===== src/verilog/fm_blanker_consts.svh =====
// Holds the reset values and field widths of the pilot clock and blanker logic.
// Included by the package user files; holds definitions only.
`ifndef FM_BLANKER_CONSTS_SVH
`define FM_BLANKER_CONSTS_SVH

// ==================================================================
// Sample clock divider
// ==================================================================
`define SYNTH_CLK_HZ 10000000
`define SAMPLE_CLK_HZ 9728000
`define PILOT_MULT 512
`define FRAC_BITS 16
`define DIV_INT_RST 8'h01
`define DIV_FRAC_RST 16'h0728
`define TRIM_STEP_RST 16'h0001
`define TRIM_LIMIT_RST 16'h0010

// ==================================================================
// Interference absorber coefficients
// ==================================================================
`define MPX_BITS 16
`define LEVEL_BITS 9
`define THR_A_RST 16'h2000
`define HOLD_A_RST 16'h0010
`define THR_B_RST 16'h0020
`define HOLD_B_RST 16'h0010
`define DEV_LIMIT_RST 16'h6000
`define DEV_HOLD_RST 16'h0040

`endif


===== src/verilog/fm_blanker_pkg.sv =====
// Types shared by the pilot clock and blanker files.
// Assumes the constants header is on the include path.
`include "fm_blanker_consts.svh"

package fm_blanker_pkg;

    typedef struct packed {
        logic valid;
        logic signed [`MPX_BITS-1:0] data;
    } mpx_sample_t;

    typedef struct packed {
        logic valid;
        logic [`LEVEL_BITS-1:0] data;
    } level_sample_t;

    typedef enum logic [2:0] {
        COEF_THR_A = 3'h0,
        COEF_HOLD_A = 3'h1,
        COEF_THR_B = 3'h2,
        COEF_HOLD_B = 3'h3,
        COEF_DEV_LIMIT = 3'h4,
        COEF_DEV_HOLD = 3'h5
    } coef_sel_t;

    typedef struct packed {
        logic wr;
        coef_sel_t sel;
        logic [15:0] data;
    } coef_write_t;

endpackage


===== src/verilog/fm_pilot_clock_and_ignition_blanker.sv =====
// Pilot-locked sample clock generator and ignition interference absorber.
// Assumes the stereo decoder loop, host control bits and sample strobes share clk.
`timescale 1ns/100ps

`include "fm_blanker_consts.svh"

module fm_pilot_clock_and_ignition_blanker #(
    parameter int FRAC_W = `FRAC_BITS,
    parameter int DIV_W = 8
) (
    input wire logic clk,
    input wire logic sys_rst,
    input wire logic radio_mode,
    input wire logic preset_mode,
    input wire logic [DIV_W-1:0] div_int,
    input wire logic [FRAC_W-1:0] div_frac,
    input wire logic [15:0] trim_step,
    input wire logic [15:0] trim_limit,
    input wire logic loop_up,
    input wire logic loop_down,
    output logic sample_clk_en,
    output logic stereo_dec_en,
    output logic rds_converter_en,
    output logic mpx_converter_en,
    output logic level_filter_en,
    output logic signed [15:0] trim_value,
    input wire logic detector_a_enable,
    input wire logic detector_b_enable,
    input wire fm_blanker_pkg::coef_write_t coef_write,
    input wire fm_blanker_pkg::mpx_sample_t mpx_in,
    input wire fm_blanker_pkg::level_sample_t level_in,
    output fm_blanker_pkg::mpx_sample_t mpx_out,
    output logic mute_active,
    output logic dynamic_disable
);
    import fm_blanker_pkg::*;

    // ==================================================================
    // Pilot-locked sample clock
    // ==================================================================
    logic [DIV_W-1:0] cnt_q;
    logic [FRAC_W-1:0] acc_q;
    logic signed [16:0] trim_q;
    logic signed [16:0] trim_d;
    logic signed [FRAC_W+1:0] frac_sum;
    logic [FRAC_W-1:0] eff_frac;
    logic [FRAC_W:0] acc_sum;
    logic [DIV_W-1:0] base_div;
    logic tick;
    logic tick_q;

    // A zero integer part would stall the divider, so it is treated as one.
    assign base_div = (div_int == '0) ? DIV_W'(1) : div_int;
    assign tick = (cnt_q == DIV_W'(1));

    // The fraction plus trim saturates so a large trim never wraps the period.
    assign frac_sum = $signed({2'b00, div_frac}) + (FRAC_W+2)'(trim_q);
    always_comb begin
        if (frac_sum < 0) begin
            eff_frac = '0;
        end else if (frac_sum > $signed({2'b00, {FRAC_W{1'b1}}})) begin
            eff_frac = '1;
        end else begin
            eff_frac = frac_sum[FRAC_W-1:0];
        end
    end
    assign acc_sum = {1'b0, acc_q} + {1'b0, eff_frac};

    // Periods alternate between N and N+1 cycles; the carry picks the long one.
    always_ff @(posedge clk or posedge sys_rst) begin
        if (sys_rst) begin
            cnt_q <= DIV_W'(`DIV_INT_RST);
            acc_q <= '0;
        end else if (tick) begin
            acc_q <= acc_sum[FRAC_W-1:0];
            cnt_q <= base_div + DIV_W'(acc_sum[FRAC_W]);
        end else begin
            cnt_q <= cnt_q - DIV_W'(1);
        end
    end

    // Up asks for a faster rate, which shortens the period.
    always_comb begin
        trim_d = trim_q;
        if (loop_up && !loop_down) begin
            trim_d = trim_q - $signed({1'b0, trim_step});
        end else if (loop_down && !loop_up) begin
            trim_d = trim_q + $signed({1'b0, trim_step});
        end
        if (trim_d > $signed({1'b0, trim_limit})) begin
            trim_d = $signed({1'b0, trim_limit});
        end else if (trim_d < -$signed({1'b0, trim_limit})) begin
            trim_d = -$signed({1'b0, trim_limit});
        end
    end

    always_ff @(posedge clk or posedge sys_rst) begin
        if (sys_rst) begin
            trim_q <= '0;
        end else if (preset_mode) begin
            trim_q <= '0;
        end else begin
            trim_q <= trim_d;
        end
    end

    always_ff @(posedge clk or posedge sys_rst) begin
        if (sys_rst) begin
            tick_q <= 1'b0;
        end else begin
            tick_q <= tick;
        end
    end

    assign sample_clk_en = tick_q;
    // One shared enable keeps every radio path on the same pilot grid.
    assign stereo_dec_en = tick_q && radio_mode;
    assign rds_converter_en = tick_q && radio_mode;
    assign mpx_converter_en = tick_q;
    assign level_filter_en = tick_q && radio_mode;
    assign trim_value = trim_q[15:0];

    // ==================================================================
    // Absorber coefficients
    // ==================================================================
    logic [15:0] thr_a_q;
    logic [15:0] hold_a_q;
    logic [15:0] thr_b_q;
    logic [15:0] hold_b_q;
    logic [15:0] dev_limit_q;
    logic [15:0] dev_hold_q;

    always_ff @(posedge clk or posedge sys_rst) begin
        if (sys_rst) begin
            thr_a_q <= `THR_A_RST;
            hold_a_q <= `HOLD_A_RST;
            thr_b_q <= `THR_B_RST;
            hold_b_q <= `HOLD_B_RST;
            dev_limit_q <= `DEV_LIMIT_RST;
            dev_hold_q <= `DEV_HOLD_RST;
        end else if (coef_write.wr) begin
            unique case (coef_write.sel)
                COEF_THR_A: begin
                    thr_a_q <= coef_write.data;
                end
                COEF_HOLD_A: begin
                    hold_a_q <= coef_write.data;
                end
                COEF_THR_B: begin
                    thr_b_q <= coef_write.data;
                end
                COEF_HOLD_B: begin
                    hold_b_q <= coef_write.data;
                end
                COEF_DEV_LIMIT: begin
                    dev_limit_q <= coef_write.data;
                end
                COEF_DEV_HOLD: begin
                    dev_hold_q <= coef_write.data;
                end
                default: begin
                end
            endcase
        end
    end

    // ==================================================================
    // Detectors
    // ==================================================================
    localparam int N_DET = 2;
    logic [N_DET-1:0] det_enable;
    logic [N_DET-1:0] det_valid;
    logic signed [`MPX_BITS-1:0] det_sample [N_DET];
    logic [15:0] det_threshold [N_DET];
    logic [15:0] det_hold [N_DET];
    logic [N_DET-1:0] det_mute;
    logic signed [`MPX_BITS-1:0] level_word;

    // The top bit is dropped so a glitched converter can never look negative.
    assign level_word = `MPX_BITS'({1'b0, level_in.data[`LEVEL_BITS-2:0]});

    // Slot 0 watches the multiplex samples, slot 1 the field-strength words.
    assign det_enable = {detector_b_enable, detector_a_enable};
    assign det_valid = {level_in.valid, mpx_in.valid};
    assign det_sample[0] = mpx_in.data;
    assign det_sample[1] = level_word;
    assign det_threshold[0] = thr_a_q;
    assign det_threshold[1] = thr_b_q;
    assign det_hold[0] = hold_a_q;
    assign det_hold[1] = hold_b_q;

    // Each slot keeps its own history and hold, so neither waits on the other.
    for (genvar i = 0; i < N_DET; i++) begin : g_det
        ignition_detector #(
            .W(`MPX_BITS)
        ) detector (
            .clk(clk),
            .sys_rst(sys_rst),
            .enable(det_enable[i]),
            .sample_valid(det_valid[i]),
            .sample(det_sample[i]),
            .threshold(det_threshold[i]),
            .hold(det_hold[i]),
            .mute(det_mute[i])
        );
    end

    // ==================================================================
    // Dynamic disable
    // ==================================================================
    logic [15:0] dev_cnt_q;
    logic [`MPX_BITS-1:0] mpx_mag;
    logic dev_hit;

    assign mpx_mag = mpx_in.data[`MPX_BITS-1] ? `MPX_BITS'(-mpx_in.data) : mpx_in.data;
    assign dev_hit = mpx_in.valid && (mpx_mag > dev_limit_q);

    // Held for a while after the peak, since deviation swings through zero often.
    always_ff @(posedge clk or posedge sys_rst) begin
        if (sys_rst) begin
            dev_cnt_q <= '0;
        end else if (dev_hit) begin
            dev_cnt_q <= (dev_hold_q == 16'h0000) ? 16'h0001 : dev_hold_q;
        end else if (mpx_in.valid && dev_cnt_q != 16'h0000) begin
            dev_cnt_q <= dev_cnt_q - 16'h0001;
        end
    end

    assign dynamic_disable = dev_hit || (dev_cnt_q != 16'h0000);

    // ==================================================================
    // Mute switch
    // ==================================================================
    logic mute_now;

    assign mute_now = (|det_mute) && !dynamic_disable;

    always_ff @(posedge clk or posedge sys_rst) begin
        if (sys_rst) begin
            mpx_out <= '0;
            mute_active <= 1'b0;
        end else begin
            mpx_out.valid <= mpx_in.valid;
            mute_active <= mute_now;
            if (mpx_in.valid) begin
                mpx_out.data <= mute_now ? '0 : mpx_in.data;
            end
        end
    end

endmodule


===== src/verilog/ignition_detector.sv =====
// One ignition-pulse detector: first difference, magnitude, threshold, mute hold.
// Assumes samples arrive as single-cycle valid strobes on clk.
`timescale 1ns/100ps

module ignition_detector #(
    parameter int W = 16
) (
    input wire logic clk,
    input wire logic sys_rst,
    input wire logic enable,
    input wire logic sample_valid,
    input wire logic signed [W-1:0] sample,
    input wire logic [15:0] threshold,
    input wire logic [15:0] hold,
    output logic mute
);

    logic signed [W-1:0] prev_q;
    logic signed [W:0] diff;
    logic [W:0] mag;
    logic [15:0] hold_q;
    logic hit;

    // High-frequency content is taken as the step between successive samples.
    assign diff = W'(1) == 0 ? '0 : ($signed({sample[W-1], sample}) - $signed({prev_q[W-1], prev_q}));
    assign mag = diff[W] ? (W+1)'(-diff) : diff;
    assign hit = enable && sample_valid && (mag > (W+1)'(threshold));

    always_ff @(posedge clk or posedge sys_rst) begin
        if (sys_rst) begin
            prev_q <= '0;
        end else if (sample_valid) begin
            prev_q <= sample;
        end
    end

    // The hold counts samples so the mute spans the whole ignition burst.
    always_ff @(posedge clk or posedge sys_rst) begin
        if (sys_rst) begin
            hold_q <= '0;
        end else if (!enable) begin
            hold_q <= '0;
        end else if (hit) begin
            hold_q <= (hold == 16'h0000) ? 16'h0001 : hold;
        end else if (sample_valid && hold_q != 16'h0000) begin
            hold_q <= hold_q - 16'h0001;
        end
    end

    assign mute = hit || (hold_q != 16'h0000);

endmodule


===== config.mk =====
export PLATFORM = sky130hd
export DESIGN_NAME = fm_pilot_clock_and_ignition_blanker
export DESIGN_NICKNAME = d
export VERILOG_FILES = /design/src/verilog/fm_blanker_pkg.sv /design/src/verilog/fm_pilot_clock_and_ignition_blanker.sv /design/src/verilog/ignition_detector.sv
export VERILOG_INCLUDE_DIRS = /design/src /design/src/verilog
export SDC_FILE = /design/constraint.sdc
export NUM_CORES = 1
export LEC_CHECK = 0
export BUFFER_PORTS_ARGS = -buffer_cell sky130_fd_sc_hd__buf_4
export CAP_MARGIN = 25
export CELL_PAD_IN_SITES_DETAIL_PLACEMENT = 1
export CELL_PAD_IN_SITES_GLOBAL_PLACEMENT = 1
export CORE_AREA = 4 4 178 249
export CTS_BUF_LIST = sky130_fd_sc_hd__clkbuf_4
export DETAILED_ROUTE_END_ITERATION = 8
export DIE_AREA = 0 0 182 253
export PLACE_DENSITY = 0.75
export SYNTH_ARGS = -nofsm -noshare
export SYNTH_HDL_FRONTEND = slang
export SYNTH_SLANG_ARGS = --single-unit

===== constraint.sdc =====
create_clock -name clk -period 8.02 [get_ports clk]
set_clock_uncertainty 0.1 [all_clocks]
set_input_delay 1.604 -clock clk [delete_from_list [all_inputs] [get_ports clk]]
set_output_delay 1.604 -clock clk [all_outputs]
set_load 0.1 [all_outputs]

==> results.sh <==
export IMPL_r2r_start="trim_q[0]"
export IMPL_htreeDepth=3
export IMPL_grt_ovfl_total=0
export IMPL_fin_util=0.486
export IMPL_area_growth_pct=13.4
export IMPL_regToRegEndpoint="cnt_q[7]"
export IMPL_place_inst=2735
export IMPL_syn_area_um2=18000
export IMPL_clock_latency_ns=0.74
export IMPL_grt_first_pass_wirelength_um=88500
export IMPL_critPathBufInv=3
export IMPL_numCtsBuffers=66
export IMPL_cts_tree="built"
export IMPL_clk_pin_slew_ns=0.06
export IMPL_rows=89
export IMPL_power_density_nw_per_um2=337
export IMPL_syn_area_per_cell_um2=8.51
export IMPL_reg2reg_setup_slack_ns=1.51
export IMPL_ys_seq_area_frac=0.318
export IMPL_remaining_drc_errors=0
export IMPL_worstPathArrival_ns=7.59
export IMPL_finalInstanceArea_um2=20400
export IMPL_crit_path_start_kind="input port"
export IMPL_timing_worst_setup_path_type="in -> reg"
export IMPL_numClockSinks=228
export IMPL_layout_drive_gt1_share=0.162
export IMPL_instances_no_fill=2855
export IMPL_clock_fmax_mhz=141
export IMPL_power_leakage_nw=9.62
export IMPL_slew_headroom=0.381
export IMPL_routabilityCongestion=0.919
export IMPL_maxCapViolations=0
export IMPL_period_needed_ns=7.10
export IMPL_track_usage=0.235
export IMPL_ant_nets=0
export IMPL_crit_slowest_cell="fa_1"
export IMPL_synth_top_area_frac=0.306
export IMPL_cpMostUsedCell="a21oi_1"
export IMPL_dr_pass1_iters=7
export IMPL_crit_path_max_fanout=16
export IMPL_dieArea_um2=46000
export IMPL_hold_path_depth=1
export IMPL_cp_depth=33
export IMPL_synthArstFlopShare=1.00
export IMPL_hp_class="reg -> reg"
export IMPL_die_w_um=182
export IMPL_clockBufferDepth=3
export IMPL_run_status="finished clean"
export IMPL_syn_inst=2112
export IMPL_final_net_count=2555
export IMPL_multiInputGateArea_um2=11100
export IMPL_finalPower_mw=6.87
export IMPL_pre_cts_slack_ns=0.187
export IMPL_antenna_found_initial=1
export IMPL_fill_cells=5078
export IMPL_synthTopCellsByArea="dfrtp_1 31%, ha_1 12%, o21ai_0 5.7%"
export IMPL_grt_start_max_net_pins=142
export IMPL_postCtsSetupBuffers=0
export IMPL_via_per_inst=5.70
export IMPL_rr_worst_depth=32
export IMPL_setup_slack_ns=0.922
export IMPL_port_buffers=149
export IMPL_tns_ns=0
export IMPL_slew_violations=0
export IMPL_seq_area_um2=5720
export IMPL_hold_slack_ns=0.375
export IMPL_drt_initial_drc_count=624
export IMPL_ys_types=99
export IMPL_fp_dieH_um=253
export IMPL_crit_end="cnt_q[7]"
export IMPL_max_stage_delay_ns=0.41
export IMPL_wl_um=55100
export IMPL_coreArea_um2=42000
export IMPL_crit_family="compound AO/OA/AOI/OAI gates"
export IMPL_rsz0062_at_grt="false"
export IMPL_grt_pass1_vias=17700
export IMPL_place_area_um2=19500
export IMPL_cts_root_buffer="clkbuf_4"
export IMPL_synth_top_area_cell="dfrtp_1"
export IMPL_tightestPinTransition_ns=0.928
export IMPL_start_util=0.428
export IMPL_cp_end_kind="register"
export IMPL_final_hold_violation_count=0
export IMPL_peakVddDrop_mv=0.157
export IMPL_required_ns=8.52
export IMPL_yosysWarnings=0
export IMPL_cts_hold_buffers=0
export IMPL_dp_hpwl_um=42600
export IMPL_cts_resized=0
export IMPL_setup_viol=0
export IMPL_min_period_over_period=0.885
export IMPL_wl_per_cell_um=19.3
export IMPL_crit_start="div_frac[0]"
export IMPL_vias=16300
export IMPL_synth_edf_count=0
export IMPL_ys_flop_type="dfrtp_1"
export IMPL_ios=151
export IMPL_ys_ff_latch=228
-- layout make-up --
| cell class | count | area share |
|---|---|---|
| Timing Repair Buffer | 166 | 0.0625 |
| Inverter | 199 | 0.0371 |
| Clock inverter | 22 | 0.00638 |
| Clock buffer | 95 | 0.0350 |
| Multi-Input combinational cell | 1598 | 0.545 |
| Tap cell | 546 | 0.0335 |
| Sequential cell | 228 | 0.280 |
| Antenna cell | 1 | 0.000123 |
-- flip-flops by register name (all words and copies together) (netlist names) --
register and cells:
mpx_out 17, dev_hold_q 16, acc_q 16, hold_a_q 16, g_det.detector.prev_q 24, thr_a_q 16, g_det.detector.hold_q 32, dev_cnt_q 16
thr_b_q 16, mute_active 1, mpx_converter_en 1, trim_q 17, dev_limit_q 16, hold_b_q 16, cnt_q 8
-- where the power goes --
group          switching [mW]  internal [mW]
clock                   0.541          0.581
sequential              0.306           1.45
combinational            2.42           1.58
total                    3.26           3.61
-- logic make-up after synthesis --
kind of cell    share of synthesized area
mux                                0.0404
other cells                      0.000209
simple gates                        0.181
buf+inv                            0.0669
xor+xnor                           0.0614
flops                               0.318
compound gates                      0.201
fa+ha+maj                           0.131
-- per-layer routing --
| layer | vias to the layer above | track usage | wire (um) |
|---|---|---|---|
| met4 | 0 | 0.124 | 2880 |
| met5 | - | 0 | 0 |
| met2 | 319 | 0.453 | 29700 |
| met3 | 126 | 0.0297 | 1840 |
| li1 | 7798 | - | - |
| met1 | 8037 | 0.247 | 20800 |
-- Yosys cell counts, drive strengths merged, types with 43 or more instances --
library cell,count
a21oi,122
clkbuf,64
dfrtp,220
ha,179
inv,198
mux2,45
nand2,195
nand3,43
nor2,128
nor3,61
o21ai,211
xnor2,85
-- placed cells by master, fill, tap and decap left out, types with 31 or more instances in the layout --
master	Yosys	final
nor2_1	127	127
mux2_2	45	45
nand3_1	43	43
xor2_1	41	41
a21oi_1	122	122
o21ai_0	206	206
nor3_1	60	59
clkbuf_4	0	95
ha_1	179	179
inv_1	198	197
nor2b_1	31	31
dfrtp_1	220	220
buf_4	20	164
nand2_1	194	194
xnor2_1	85	85
a21o_1	35	35
-- how the worst min path moves through the flow --
| stage | startpoint | endpoint | slack (ns) |
|---|---|---|---|
| floorplan | cnt_q[7] | cnt_q[7] | 0.34 |
| global placement | cnt_q[7] | cnt_q[7] | 0.36 |
| detailed placement | cnt_q[7] | cnt_q[7] | 0.37 |
| CTS | cnt_q[7] | cnt_q[7] | 0.37 |
| global route | cnt_q[7] | cnt_q[7] | 0.41 |
| finish | cnt_q[7] | cnt_q[7] | 0.38 |
Note: power is estimated with default switching activity, not from simulation.
